`src/common/irq_latch_pkg.sv`:
```
// constants and types for the prioritized interrupt latch unit
package irq_latch_pkg;
  localparam logic [7:0]  ADDR_ENABLE_LOW   = 8'h3a;
  localparam logic [7:0]  ADDR_ENABLE_HIGH  = 8'h3b;
  localparam logic [7:0]  ADDR_PENDING_LOW  = 8'h3c;
  localparam logic [7:0]  ADDR_PENDING_HIGH = 8'h3d;
  localparam logic [7:0]  ADDR_LEVEL_SELECT = 8'h3e;
  localparam logic [15:0] PENDING_RESET     = 16'h0000;
  localparam logic [15:0] ENABLE_RESET      = 16'h0000;
  localparam logic [2:0]  SELECT_RESET      = 3'h0;
  localparam logic [15:0] VEC_RESET         = 16'hfffe;
  localparam logic [15:0] VEC_SOFT          = 16'hfffc;
  localparam logic [15:0] VEC_TRAP          = 16'hfffa;
  localparam logic [15:0] VEC_WATCHDOG      = 16'hfff8;
  localparam logic [15:0] VEC_LEVEL4        = 16'hfff6;
  localparam int          MASTER_BIT        = 0;
  localparam int          TRAP_BIT          = 2;
  localparam int          WATCHDOG_BIT      = 3;
  localparam int          FIRST_MASKABLE    = 4;
  localparam int          SEL9_BIT          = 6;
  localparam int          SEL14_BIT         = 1;
  localparam int          SEL15_BIT         = 0;

  typedef enum logic [1:0] {
    ST_IDLE   = 2'b00,
    ST_OFFER  = 2'b01
  } accept_state_e;

  typedef struct packed {
    logic        valid;
    logic [15:0] vector;
    logic [3:0]  level;
  } irq_offer_s;
endpackage : irq_latch_pkg

```
`src/hdl/prioritized_interrupt_latch_unit.sv`:
```
// latches, gates and prioritises interrupt requests for the core
`timescale 1ns/1ns
`default_nettype none

module prioritized_interrupt_latch_unit
  import irq_latch_pkg::*;
(
  input  wire logic        i_sys_clk,
  input  wire logic        i_srst,
  input  wire logic [7:0]  i_sfr_addr,
  input  wire logic        i_sfr_wr,
  input  wire logic [7:0]  i_sfr_wdata,
  output logic      [7:0]  o_sfr_rdata,
  input  wire logic        i_software_trap_request,
  input  wire logic        i_bad_opcode_request,
  input  wire logic        i_address_trap_request,
  input  wire logic        i_watchdog_request,
  input  wire logic        i_external_request_0,
  input  wire logic        i_ext0_pin_function_enable,
  input  wire logic        i_external_request_1,
  input  wire logic        i_time_base_request,
  input  wire logic        i_external_request_2,
  input  wire logic        i_tone_counter_request,
  input  wire logic        i_serial_receive_request,
  input  wire logic        i_sync_serial_request,
  input  wire logic        i_serial_transmit_request,
  input  wire logic        i_timer4_request,
  input  wire logic        i_timer6_request,
  input  wire logic        i_converter_done_request,
  input  wire logic        i_external_request_3,
  input  wire logic        i_timer3_request,
  input  wire logic        i_external_request_5,
  input  wire logic        i_timer5_request,
  input  wire logic        i_accept,
  input  wire logic        i_return_from_handler,
  input  wire logic        i_reset_fetch,
  output logic             o_irq_request,
  output logic      [15:0] o_irq_vector,
  output logic      [3:0]  o_irq_level,
  output logic             o_master_irq_enable
);

  // external pins come from outside the clock domain
  logic [4:0] pin_meta;
  logic [4:0] pin_sync;
  logic [15:0] pending_latch;
  logic [15:0] source_enable;
  logic        master_irq_enable;
  logic        saved_master;
  logic [2:0]  shared_level_select;
  accept_state_e state;
  irq_offer_s    offer;

  wire logic [4:0] pins_raw = {i_external_request_5, i_external_request_3,
                               i_external_request_2, i_external_request_1,
                               i_external_request_0};
  always_ff @(posedge i_sys_clk) begin
    if (i_srst) begin
      pin_meta <= 5'h00;
      pin_sync <= 5'h00;
    end else begin
      pin_meta <= pins_raw;
      pin_sync <= pin_meta;
    end
  end

  wire logic level9_selector  = shared_level_select[2];
  wire logic level14_selector = shared_level_select[1];
  wire logic level15_selector = shared_level_select[0];

  wire logic req9  = level9_selector  ? i_sync_serial_request
                                      : i_serial_receive_request;
  wire logic req14 = level14_selector ? i_timer3_request : pin_sync[3];
  wire logic req15 = level15_selector ? i_timer5_request : pin_sync[4];

  wire logic [15:0] set_vec = {req15, req14, i_converter_done_request,
                               i_timer6_request, i_timer4_request,
                               i_serial_transmit_request, req9,
                               i_tone_counter_request, pin_sync[2],
                               i_time_base_request, pin_sync[1],
                               pin_sync[0], i_watchdog_request,
                               i_address_trap_request, 2'b00};

  wire logic [15:0] gate_vec;
  assign gate_vec[3:0] = 4'b1100;
  assign gate_vec[FIRST_MASKABLE] = master_irq_enable
                                    & source_enable[FIRST_MASKABLE]
                                    & i_ext0_pin_function_enable;
  assign gate_vec[15:5] = {11{master_irq_enable}} & source_enable[15:5];
  wire logic [15:0] asking = pending_latch & gate_vec;

  function automatic logic [3:0] lowest_bit(input logic [15:0] v);
    logic [3:0] idx;
    idx = 4'h0;
    for (int i = 15; i >= 2; i--) begin
      if (v[i]) begin
        idx = 4'(i);
      end
    end
    return idx;
  endfunction

  function automatic logic [15:0] vector_of(input logic [3:0] b);
    logic [15:0] v;
    v = VEC_TRAP - {11'h000, b - 4'h2, 1'b0};
    return v;
  endfunction

  wire logic        sw_now     = i_software_trap_request
                                 | i_bad_opcode_request;
  wire logic [3:0]  win_bit    = lowest_bit(asking);
  wire logic        any_ask    = |asking;
  wire logic [15:0] next_vec   = i_reset_fetch ? VEC_RESET :
                                 sw_now ? VEC_SOFT : vector_of(win_bit);
  // priority figure: bit n maps to n+1, non-maskables share 2
  wire logic [3:0]  next_level = i_reset_fetch ? 4'h1 :
                                 (sw_now || win_bit < 4'h4) ? 4'h2 :
                                 win_bit + 4'h1;
  wire logic        next_valid = i_reset_fetch | sw_now | any_ask;
  // clear winner on accept
  // judge by what was offered, not by this cycle's inputs
  wire logic        take_latch = i_accept && offer.valid
                                 && offer.vector != VEC_RESET
                                 && offer.vector != VEC_SOFT;
  wire logic [15:0] accept_clr = take_latch ? (16'h0001 << offer.level - 4'h1)
                                            : 16'h0000;
  // bit index is level-1 only for maskables; fix non-maskables below
  wire logic [15:0] nm_clr = (take_latch && offer.vector == VEC_TRAP)
                             ? 16'h0004 : (take_latch &&
                             offer.vector == VEC_WATCHDOG) ? 16'h0008 : 16'h0;
  wire logic [15:0] clr_mask = (offer.level == 4'h2) ? nm_clr : accept_clr;

  wire logic wr_pl = i_sfr_wr && i_sfr_addr == ADDR_PENDING_LOW;
  wire logic wr_ph = i_sfr_wr && i_sfr_addr == ADDR_PENDING_HIGH;
  wire logic wr_el = i_sfr_wr && i_sfr_addr == ADDR_ENABLE_LOW;
  wire logic wr_eh = i_sfr_wr && i_sfr_addr == ADDR_ENABLE_HIGH;
  wire logic wr_sl = i_sfr_wr && i_sfr_addr == ADDR_LEVEL_SELECT;

  wire logic [15:0] sw_clr = {wr_ph ? ~i_sfr_wdata : 8'h00,
                              wr_pl ? ~i_sfr_wdata : 8'h00};
  // set wins over any clear in the same cycle
  wire logic [15:0] next_pending = ((pending_latch & ~sw_clr & ~clr_mask)
                                    | set_vec) & 16'hfffc;

  always_ff @(posedge i_sys_clk) begin
    if (i_srst) begin
      pending_latch <= PENDING_RESET;
    end else begin
      pending_latch <= next_pending;
    end
  end

  always_ff @(posedge i_sys_clk) begin
    if (i_srst) begin
      master_irq_enable   <= 1'b0;
      saved_master        <= 1'b0;
      source_enable       <= ENABLE_RESET;
      shared_level_select <= SELECT_RESET;
    end else begin
      if (i_accept && offer.valid) begin
        saved_master      <= master_irq_enable;
        master_irq_enable <= 1'b0;
      end else if (i_return_from_handler) begin
        master_irq_enable <= saved_master;
      end else if (wr_el) begin
        master_irq_enable <= i_sfr_wdata[MASTER_BIT];
      end
      if (wr_el) begin
        source_enable[7:4] <= i_sfr_wdata[7:4];
      end
      if (wr_eh) begin
        source_enable[15:8] <= i_sfr_wdata;
      end
      if (wr_sl) begin
        shared_level_select <= {i_sfr_wdata[SEL9_BIT],
                                i_sfr_wdata[SEL14_BIT],
                                i_sfr_wdata[SEL15_BIT]};
      end
    end
  end

  always_ff @(posedge i_sys_clk) begin
    if (i_srst) begin
      state <= ST_IDLE;
      offer <= '0;
    end else begin
      case (state)
        ST_IDLE: begin
          if (next_valid) begin
            state <= ST_OFFER;
          end
        end
        ST_OFFER: begin
          if (i_accept) begin
            state <= ST_IDLE;
          end
        end
        default: state <= ST_IDLE;
      endcase
      offer.valid  <= next_valid && !(i_accept && offer.valid);
      offer.vector <= next_vec;
      offer.level  <= next_level;
    end
  end

  assign o_sfr_rdata =
    (i_sfr_addr == ADDR_PENDING_LOW)  ? pending_latch[7:0] :
    (i_sfr_addr == ADDR_PENDING_HIGH) ? pending_latch[15:8] :
    (i_sfr_addr == ADDR_ENABLE_LOW)   ? {source_enable[7:4], 3'h0,
                                         master_irq_enable} :
    (i_sfr_addr == ADDR_ENABLE_HIGH)  ? source_enable[15:8] :
    (i_sfr_addr == ADDR_LEVEL_SELECT) ? {1'b0, shared_level_select[2], 4'h0,
                                         shared_level_select[1:0]} : 8'h00;

  assign o_irq_request       = offer.valid;
  assign o_irq_vector        = offer.vector;
  assign o_irq_level         = offer.level;
  assign o_master_irq_enable = master_irq_enable;

  a_accept_clears: assert property (@(posedge i_sys_clk) disable iff (i_srst)
    take_latch && offer.level > 4'h4 && !set_vec[offer.level - 4'h1]
    |=> !pending_latch[$past(offer.level) - 4'h1])
    else $error("accepted latch not cleared");
  a_write_no_set: assert property (@(posedge i_sys_clk) disable iff (i_srst)
    wr_pl && set_vec[7:0] == 8'h00 |=> (pending_latch[7:0] &
    ~$past(pending_latch[7:0])) == 8'h00)
    else $error("software write set a latch");
  a_write_zero_clr: assert property (@(posedge i_sys_clk) disable iff (i_srst)
    wr_ph && !i_sfr_wdata[0] && !set_vec[8] |=> !pending_latch[8])
    else $error("write of zero did not clear");
  a_request_sets: assert property (@(posedge i_sys_clk) disable iff (i_srst)
    set_vec[6] |=> pending_latch[6])
    else $error("request did not set latch");
  a_master_gate: assert property (@(posedge i_sys_clk) disable iff (i_srst)
    !master_irq_enable |-> asking[15:4] == 12'h000)
    else $error("maskable asked with master off");
  a_accept_master: assert property (@(posedge i_sys_clk) disable iff (i_srst)
    i_accept && offer.valid |=> !master_irq_enable)
    else $error("master not cleared on accept");
  a_trap_vector: assert property (@(posedge i_sys_clk) disable iff (i_srst)
    asking[2] && !i_reset_fetch && !sw_now && !(i_accept && offer.valid)
    |=> offer.valid
    && offer.vector == VEC_TRAP)
    else $error("trap vector wrong");
  a_level_vector: assert property (@(posedge i_sys_clk) disable iff (i_srst)
    win_bit == 4'hf && asking == 16'h8000 && !i_reset_fetch && !sw_now
    // priority 16 wraps to 0 in the four-bit level
    |=> offer.vector == 16'hffe0 && offer.level == 4'h0)
    else $error("level 15 vector wrong");
  a_unselected: assert property (@(posedge i_sys_clk) disable iff (i_srst)
    level14_selector && !i_timer3_request && !pending_latch[14]
    |=> !pending_latch[14])
    else $error("unselected source latched");
  a_reset_clear: assert property (@(posedge i_sys_clk)
    i_srst |=> pending_latch == 16'h0000)
    else $error("reset left a latch");
  c_accept: cover property (@(posedge i_sys_clk) i_accept && offer.valid);
  c_nested: cover property (@(posedge i_sys_clk)
    i_return_from_handler && saved_master);
  c_clear_write: cover property (@(posedge i_sys_clk) wr_pl && |pending_latch);

endmodule : prioritized_interrupt_latch_unit
`default_nettype wire

```
`config.mk`:
```
export PLATFORM = sky130hd
export DESIGN_NAME = prioritized_interrupt_latch_unit
export DESIGN_NICKNAME = d
export VERILOG_FILES = /design/src/common/irq_latch_pkg.sv /design/src/hdl/prioritized_interrupt_latch_unit.sv
export SDC_FILE = /design/constraint.sdc
export NUM_CORES = 1
export LEC_CHECK = 0
export ABC_AREA = 1
export BUFFER_PORTS_ARGS = -buffer_cell sky130_fd_sc_hd__clkbuf_2
export CORE_MARGIN = 4
export CORE_UTILIZATION = 53
export CTS_CLUSTER_DIAMETER = 200
export DETAILED_ROUTE_END_ITERATION = 8
export PLACE_DENSITY_LB_ADDON = 0.1
export SETUP_SLACK_MARGIN = 0.05
export SYNTH_ARGS = -nofsm -noshare
export SYNTH_HDL_FRONTEND = slang
export SYNTH_SLANG_ARGS = --single-unit
```
`constraint.sdc`:
```
create_clock -name i_sys_clk -period 2.3 [get_ports i_sys_clk]
set_clock_uncertainty 0.2 [all_clocks]
set_input_delay 0 -clock i_sys_clk [delete_from_list [all_inputs] [get_ports i_sys_clk]]
set_output_delay 0 -clock i_sys_clk [all_outputs]
set_load 0.01 [all_outputs]
```
# Word-level counts from Yosys, hierarchy flattened
# Cells that the tools add are included.
word_totals:
  regBits: 64
  input_bits: 42
  output_inout_bits: 30
classes:
  addsub: 4
  n_lt_le_gt_ge: 1
  eq_ne: 10
  n_shift: 1
  muxes: 34
  bitwise_logic: 13
  n_reduce_logical: 19
op_table:
  columns: ["cell", "n"]
  rows:
  - ["$mux W16", 4]
  - ["$mux W4", 16]
  - ["$and A16 B16 Y16", 3]
  - ["$mux W8", 6]
  - ["$eq A8 B6 Y1 const B", 5]
  - ["$eq A16 B16 Y1 const B", 2]
  - ["$ne A16 B16 Y1 const B", 2]
  - ["$not A16 Y16", 2]
  - ["$or A16 B16 Y16", 1]
  - ["$reduce_or A16 Y1", 1]
  - ["$shl A1 B4 Y16 const A", 1]
  - ["$and A11 B11 Y11", 1]
  - ["$logic_and A1 B1 Y1", 11]
  - ["$not A8 Y8", 1]
  - ["$mux W7", 1]
  - ["$sub A4 B6 Y7 const A", 1]
  - ["$mux W1", 6]
  - ["$reduce_or A3 Y1", 2]
  - ["$add A4 B1 Y4 const B", 1]
  - ["$eq A4 B2 Y1 const B", 1]
  - ["$lt A4 B3 Y1 const B", 1]
  - ["$reduce_or A2 Y1", 2]
  - ["$sub A4 B1 Y4 const B", 1]
  - ["$sub A4 B2 Y4 const B", 1]
  - ["6 further kinds", 9]

# Longest topological paths before layout
# Gate-level depths: netlist (run 1).
logic_depth:
  depth_word: 21
  ltp_mapped: 19
  mapped_depth_nobuf: 19

# Worst setup path after synthesis (run 1)
# Ideal clock, no wire load.
synth_timing:
  kind: "register to register"
  startpoint: "reg master_irq_enable, in the netlist o_master_irq_enable"
  endpoint: "reg offer (netlist bit o_irq_level[1])"
  arrival_ns: 1.765
  required_time_ns: 2.014
  setup_slack_ns: 0.249
  stages_incl_launch_ff: 18
  n_path_buf: 1
  period_less_slack_ns: 2.051
  path_cell_list: "dfxtp_1 buf_6 nand3_4 nand2_1 nand2_1 nand2_1 nand2_1 nand2_1 nand2_1 nand2_1 nand2_1 nand2_1 nand2_1 nand2_2 inv_1 ha_1 inv_1 a211oi_1"
synth_between:
  elab_chain_cells: 19
  word_cells_on_any_way: 22
  classes_between: "add/sub: 1; order compare: 1; mux: 15; bitwise: 4; reduce/logical: 1"
synth_lines:
  columns: ["element", "line_no", "source"]
  rows:
  - ["start, declared", "prioritized_interrupt_latch_unit.sv:48", "logic master_irq_enable;"]
  - ["start signal, assigned", "prioritized_interrupt_latch_unit.sv:164", "master_irq_enable <= saved_master;"]
  - ["start signal, assigned", "prioritized_interrupt_latch_unit.sv:166", "master_irq_enable <= i_sfr_wdata[MASTER_BIT];"]
  - ["$and A11 B11 Y11", "prioritized_interrupt_latch_unit.sv:89", "assign gate_vec[15:5] = {11{master_irq_enable}} & source_enable[15:5];"]
  - ["$and A16 B16 Y16 (*)", "prioritized_interrupt_latch_unit.sv:90", "wire logic [15:0] asking = pending_latch & gate_vec;"]
  - ["$mux W4 (11 in a row)", "prioritized_interrupt_latch_unit.sv:96", "if (v[i]) begin"]
  - ["$mux W4 (*) (3 in a row)", "prioritized_interrupt_latch_unit.sv:96", null]
  - ["$lt A4 B3 Y1", "prioritized_interrupt_latch_unit.sv:117", "(sw_now || win_bit < 4'h4) ? 4'h2 :"]
  - ["$logic_or A1 B1 Y1", "prioritized_interrupt_latch_unit.sv:117", null]
  - ["$mux W2 (*)", "prioritized_interrupt_latch_unit.sv:117", null]
  - ["end, declared", "prioritized_interrupt_latch_unit.sv:52", "irq_offer_s offer;"]
# Mark *: on every way between the ends. The rest lies on a longest branch, timed or not.
# A chain may end at the register's enable or synchronous reset.

# Worst setup path in the final report (run 1)
layout_timing:
  startpoint: "in i_sfr_wr"
  endpoint: "reg source_enable[13]"
layout_between:
  elab_chain_cells: 1
layout_lines:
  columns: ["element", "line_no", "source"]
  rows:
  - ["start, declared", "prioritized_interrupt_latch_unit.sv:11", "input wire logic i_sfr_wr,"]
  - ["$logic_and A1 B1 Y1", "prioritized_interrupt_latch_unit.sv:136", "wire logic wr_eh = i_sfr_wr && i_sfr_addr == ADDR_ENABLE_HIGH;"]
  - ["end signal, assigned", "prioritized_interrupt_latch_unit.sv:172", "source_enable[15:8] <= i_sfr_wdata;"]
  - ["end, declared", "prioritized_interrupt_latch_unit.sv:47", "logic [15:0] source_enable;"]
# Every way passes these cells.

==> flow_metrics.tcl, run 1 <==
set metrics [dict create \
    fin_tns_setup_ns 0 \
    layout.area.seq_um2 1050 \
    cts_tree "done" \
    dp_hpwl_um 5580 \
    dp.cells 501 \
    final_cell_mix "clkbuf_2 (70), inv_1 (64), nand2_1 (54)" \
    core_um2 4880 \
    gp_congestion 0.943 \
    maxSlewHeadroom 0.658 \
    hold_slack_ns 0.0435 \
    synth-edff-count 0 \
    period_share 0.933 \
    finalHoldViolations 0 \
    yosysSeqAreaShare 0.379 \
    power_leakage_nw 1.69 \
    finalPower_mw 1.82 \
    grt_max_degree 34 \
    critPathKind "primary input to flop" \
    cp_data_required_time_ns 2.37 \
    power_frac_clock 0.318 \
    avgSynthCellArea_um2 7.28 \
    nFillCells 368 \
    syn-num-nets 422 \
    port_buffers 70 \
    rsz0062_at_grt "yes" \
    via_per_inst 5.29 \
    pre_cts_slack_ns 0.147 \
    ctsHtreeMaxLevel 2 \
    vias 2947 \
    hold_path.class "primary input to flop" \
    p_per_area_nw_per_um2 489 \
    tightest_slew_ns 0.513 \
    cts-root-buf "clkbuf_8" \
    fin_nets 534 \
    maxCapViolCount 0 \
    outcome "completed" \
    pwr-share-seq 0.534 \
    end_kind "flop" \
    worstSkewPairLatency_ns 0.32 \
    power_frac_comb 0.148 \
    routed_wirelength_um 8100 \
    fp.dieH_um 80.0 \
    power.switching_uw 524 \
    dieArea_um2 6400 \
    wl_per_cell_um 14.5 \
    clock-sinks 52 \
    final_cells 557 \
    netlist_area_um2 2750 \
    cts_setup_buffers 0 \
    ys_ff_latch 52 \
    start_util 0.563 \
    antenna_found_initial 0 \
    drive_above_1_share 0.249 \
    n_antenna_cell 0 \
    first_global_vias 2775 \
    drv_slew 0 \
    cts_made_buffers 5 \
    vdd_drop_max_mv 0.406 \
    max_clock_freq_mhz 466 \
    synth.distinct_cells 44 \
    path_clk_slew_ns 0.11 \
    grt-ovfl-total 0 \
    gr-usage-all-layers 0.260 \
    p_int_mw 1.30 \
    min_period_ns 2.15 \
    ant_nets 0 \
    cp_max_fo 5 \
    first_pass_iters 5 \
    synth_warnings 0 \
    synth_cells 377 \
    worst_ep_arrival_time_ns 2.22 \
    multi_input_area_um2 1360 \
    final_common_cell "clkbuf_2" \
    pin_count 72 \
    chipWidth_um 80.0 \
    area_growth_pct 35.4 \
    setup_viol 0 \
    async_reset_ff_frac 0 \
    startpoint_type "primary input" \
    drtIter0Drc 318 \
    ys.flop_type "dfxtp_1" \
    grt_pass1_wl_um 13000 \
    switching_share 0.288 \
    clk_path_buf_depth 2 \
    worst_slack_ns 0.153 \
    drc 0 \
    rows 25 \
]
[kinds of logic (layout without fill, tap and decap cells)]
logic type / Yosys count / in the layout / share of synthesized area
muxes: 1 / 1 / 0.00364
adders and majority gates: 3 / 3 / 0.0137
xor gates and xnor gates: 3 / 3 / 0.00957
AOI/OAI and AO/OA: 95 / 95 / 0.212
and+or+nand+nor: 134 / 134 / 0.242
DFF: 52 / 52 / 0.379
buffers and inverters: 88 / 201 / 0.138
other: 1 / 1 / 0.00137
[repair_timing]
| action | 4_1_cts | 5_1_grt |
|---|---|---|
| resized for setup | 0 | 13 |
| hold buffers | 49 | 0 |
| setup endpoints to repair | 0 | 9 |
| hold endpoints to repair | 52 | 0 |
[cells in the mapped netlist, types with 2 or more instances]
cell type | number | area, um2
dfxtp_1 | 52 | 1040
a21oi_1 | 42 | 210
a31oi_1 | 5 | 31.3
o211ai_1 | 7 | 52.6
nand3_2 | 6 | 60.1
nor4_1 | 4 | 25.0
nor2_1 | 32 | 120
o22ai_1 | 2 | 12.5
clkbuf_1 | 5 | 18.8
o221ai_1 | 8 | 70.1
inv_2 | 4 | 15.0
a22oi_1 | 2 | 15.0
inv_1 | 65 | 244
nand2_1 | 55 | 206
nand4_1 | 2 | 12.5
ha_1 | 3 | 37.5
nor2_4 | 2 | 22.5
nand3_1 | 18 | 90.1
a21oi_4 | 2 | 32.5
xor2_1 | 2 | 17.5
o21ai_0 | 19 | 95.1
nand2_2 | 5 | 31.3
nor3_1 | 4 | 20.0
buf_4 | 10 | 75.1
a21oi_2 | 2 | 17.5
[metrics by stage]
stage | util | cell area, um2
after CTS | 0.756 | 3690
after floorplan | - | 2750
after global routing | 0.762 | 3720
after detailed placement | 0.635 | 3100
after global placement | 0.635 | 3100
final | 0.762 | 3720
[registers in the layout, indices dropped and copies added, names as in the netlist]
signal	count
pin_meta	5
o_irq_request	1
pending_latch	14
source_enable	12
o_master_irq_enable	1
o_irq_vector	6
o_irq_level	4
shared_level_select	3
pin_sync	5
saved_master	1
[final cells by class]
cell class	count	share of cell area
Tap cell	67	0.0226
Sequential cell	52	0.281
Inverter	71	0.0724
Timing Repair Buffer	122	0.233
Clock buffer	5	0.0185
Clock inverter	3	0.00774
Multi-Input combinational cell	237	0.365
[critical path, cell delays in order]
cell	delay [ns]
dlygate4sd3_1	0.52
clkbuf_2	0.13
inv_1	0.08
nor2_4	0.14
nand2_1	0.08
dlygate4sd3_1	0.58
a21oi_1	0.13
dlygate4sd3_1	0.55
[worst paths after layout]
kind | slack [ns] | cells past startpoint | start | endpoint
min | 0.04 | 5 | i_sfr_addr[2] | shared_level_select[0]$_SDFFE_PP0P_
max | 0.15 | 8 | i_sfr_wr | source_enable[13]$_SDFFE_PP0P_
max reg2reg | 0.20 | 9 | o_irq_vector[14]$_SDFF_PP0_ | pending_latch[11]$_SDFF_PP0_
min reg2reg | 0.22 | 2 | pin_meta[1]$_SDFF_PP0_ | pin_sync[1]$_SDFF_PP0_
[power groups by stage]
stage | Sequential (mW) | Clock (mW) | Combinational [mW]
finish | 0.970 | 0.579 | 0.270
floorplan | 0.984 | 0 | 0.124
global placement | 0.988 | 0 | 0.200
detailed placement | 0.988 | 0 | 0.204
CTS | 0.967 | 0.582 | 0.257
global route | 0.975 | 0.619 | 0.296
[routing by layer]
| layer | GRT usage | part of all wire | vias to the layer above |
|---|---|---|---|
| li1 | - | - | 1453 |
| met5 | 0 | 0 | - |
| met3 | 0.0519 | 0.084 | 17 |
| met1 | 0.334 | 0.42 | 1348 |
| met4 | 0.0676 | 0.014 | 0 |
| met2 | 0.441 | 0.48 | 129 |
Power figures use the tool's default switching activity.
==> inputs of run 2 (changes only) <==
--- a/config.mk
+++ b/config.mk
@@ -8,7 +8,7 @@
 export ABC_AREA = 1
 export BUFFER_PORTS_ARGS = -buffer_cell sky130_fd_sc_hd__clkbuf_2
 export CORE_MARGIN = 4
-export CORE_UTILIZATION = 53
+export CORE_UTILIZATION = 48
 export CTS_CLUSTER_DIAMETER = 200
 export DETAILED_ROUTE_END_ITERATION = 8
 export PLACE_DENSITY_LB_ADDON = 0.1
==> constraint.sdc (replaced) <==
create_clock -name i_sys_clk -period 1.8 [get_ports i_sys_clk]
set_clock_uncertainty 0.2 [all_clocks]
set_input_delay 0 -clock i_sys_clk [delete_from_list [all_inputs] [get_ports i_sys_clk]]
set_output_delay 0 -clock i_sys_clk [all_outputs]
set_load 0.01 [all_outputs]
==> flow_metrics.tcl, run 2 (synthesized netlist as in run 1, its figures left out) <==
set metrics [dict create \
    core_um2 5540 \
    failed_checks "negative setup slack" \
    first_global_vias 2877 \
    finalPower_mw 2.70 \
    vdd_drop_max_mv 0.625 \
    top_register "pending_latch" \
    p_per_area_nw_per_um2 667 \
    outcome "complete, but fails checks" \
    vias 3107 \
    finalHoldViolations 0 \
    cp_max_fo 8 \
    routed_wirelength_um 8850 \
    cts-root-buf "clkbuf_8" \
    drc 0 \
    ant_nets 0 \
    ctsHtreeMaxLevel 2 \
    rsz0062_at_grt "yes" \
    n_antenna_cell 0 \
    drv_slew 0 \
    fin_tns_setup_ns -1.23 \
    dieArea_um2 7000 \
    largest_register_ffs 14 \
    cp_data_required_time_ns 1.84 \
    grt_pass1_wl_um 14100 \
    min_period_ns 2.04 \
    via_per_inst 5.26 \
    gp_congestion 0.965 \
    start_util 0.496 \
    pin_count 72 \
    drive_above_1_share 0.333 \
    first_pass_iters 5 \
    gr-usage-all-layers 0.248 \
    antenna_found_initial 0 \
    fin_nets 563 \
    cts_made_buffers 5 \
    area_growth_pct 47.6 \
    period_share 1.13 \
    wl_per_cell_um 15.0 \
    clk_path_buf_depth 2 \
    dp_hpwl_um 6190 \
    clock-sinks 52 \
    startpoint_type "flop" \
    worstSkewPairLatency_ns 0.31 \
    end_kind "flop" \
    worst_slack_ns -0.239 \
    path_clk_slew_ns 0.11 \
    drtIter0Drc 301 \
    rows 27 \
    maxCapViolCount 0 \
    grt_max_degree 34 \
    chipWidth_um 83.6 \
    hold_path.class "primary input to flop" \
    fp.dieH_um 83.6 \
    critPathKind "flop to flop" \
    power_leakage_nw 1.87 \
    setup_viol 6 \
    max_clock_freq_mhz 490 \
    final_common_cell "clkbuf_2" \
    port_buffers 70 \
    worst_ep_arrival_time_ns 2.08 \
    grt-ovfl-total 0 \
    cts_tree "done" \
    final_cell_mix "clkbuf_2 (70), inv_1 (59), nand2_1 (50), dfxtp_1 (50), a21oi_1 (40)" \
]
run 2: final cells by class:
cell class | count | area (um2)
clock inverter | 2 | 60.1
sequential | 52 | 1050
tap | 72 | 90.1
timing repair buffer | 151 | 1080
clock buffer | 6 | 93.8
multi-input combinational | 237 | 1410
inverter | 71 | 273
fill | 444 | 1490
run 2: routing by layer:
layer	vias to the layer above	global-route usage	wire length, um
met1	1414	0.333	3880
li1	1518	-	-
met5	-	0	0
met4	0	0.0731	185
met2	155	0.399	4060
met3	20	0.0513	719
run 2: critical path, cell delays in order, from the launching register on:
cell and delay, ns:
dfxtp_4 0.40, nand2_2 0.08, nor2_1 0.04, nand2_1 0.06
nand2_1 0.05, nand2_1 0.06, nand2_1 0.04, nand2_1 0.05
nand2_1 0.05, nand2_1 0.05, nand2_1 0.05, nand2_1 0.06
nand2_1 0.06, nand2_1 0.07, nand2_2 0.07, nand2_2 0.08
inv_2 0.05, ha_4 0.25, inv_2 0.03, a211oi_2 0.17
run 2: worst paths after layout:
kind	startpoint	end	slack (ns)	cells past startpoint
max	o_master_irq_enable$_SDFFE_PP0P_	o_irq_level[1]$_SDFF_PP0_	-0.24	19
min	i_sfr_addr[2]	shared_level_select[2]$_SDFFE_PP0P_	0.02	5
max reg2reg	o_master_irq_enable$_SDFFE_PP0P_	o_irq_level[1]$_SDFF_PP0_	-0.24	19
min reg2reg	pin_meta[1]$_SDFF_PP0_	pin_sync[1]$_SDFF_PP0_	0.21	2
run 2: timing repair:
action / in CTS / in global routing
hold buffers: 39 / 2
setup endpoints to repair: 6 / 25
setup buffers: 3 / 2
resized for setup: 10 / 22
hold endpoints to repair: 51 / 4
pin swaps: 3 / 5
run 2: stage by stage:
step | util | setup slack (ns) | hold WS, ns | cell area, um2 | std cells
global route | 0.731 | -0.462 | 0.0515 | 4050 | 591
floorplan | - | -0.0805 | -0.122 | 2760 | 377
CTS | 0.718 | -0.159 | 0.0257 | 3980 | 590
global placement | 0.612 | -0.149 | -0.00858 | 3390 | 541
detailed placement | 0.612 | -0.190 | -0.00421 | 3390 | 541
finish | 0.731 | -0.239 | 0.0202 | 4050 | 591
run 2: power breakdown:
group / internal (mW) / switching [mW] / total [mW]
registers: 1.20 / 0.0356 / 1.23
clock network: 0.639 / 0.407 / 1.05
logic: 0.209 / 0.215 / 0.424
total: 2.04 / 0.658 / 2.70
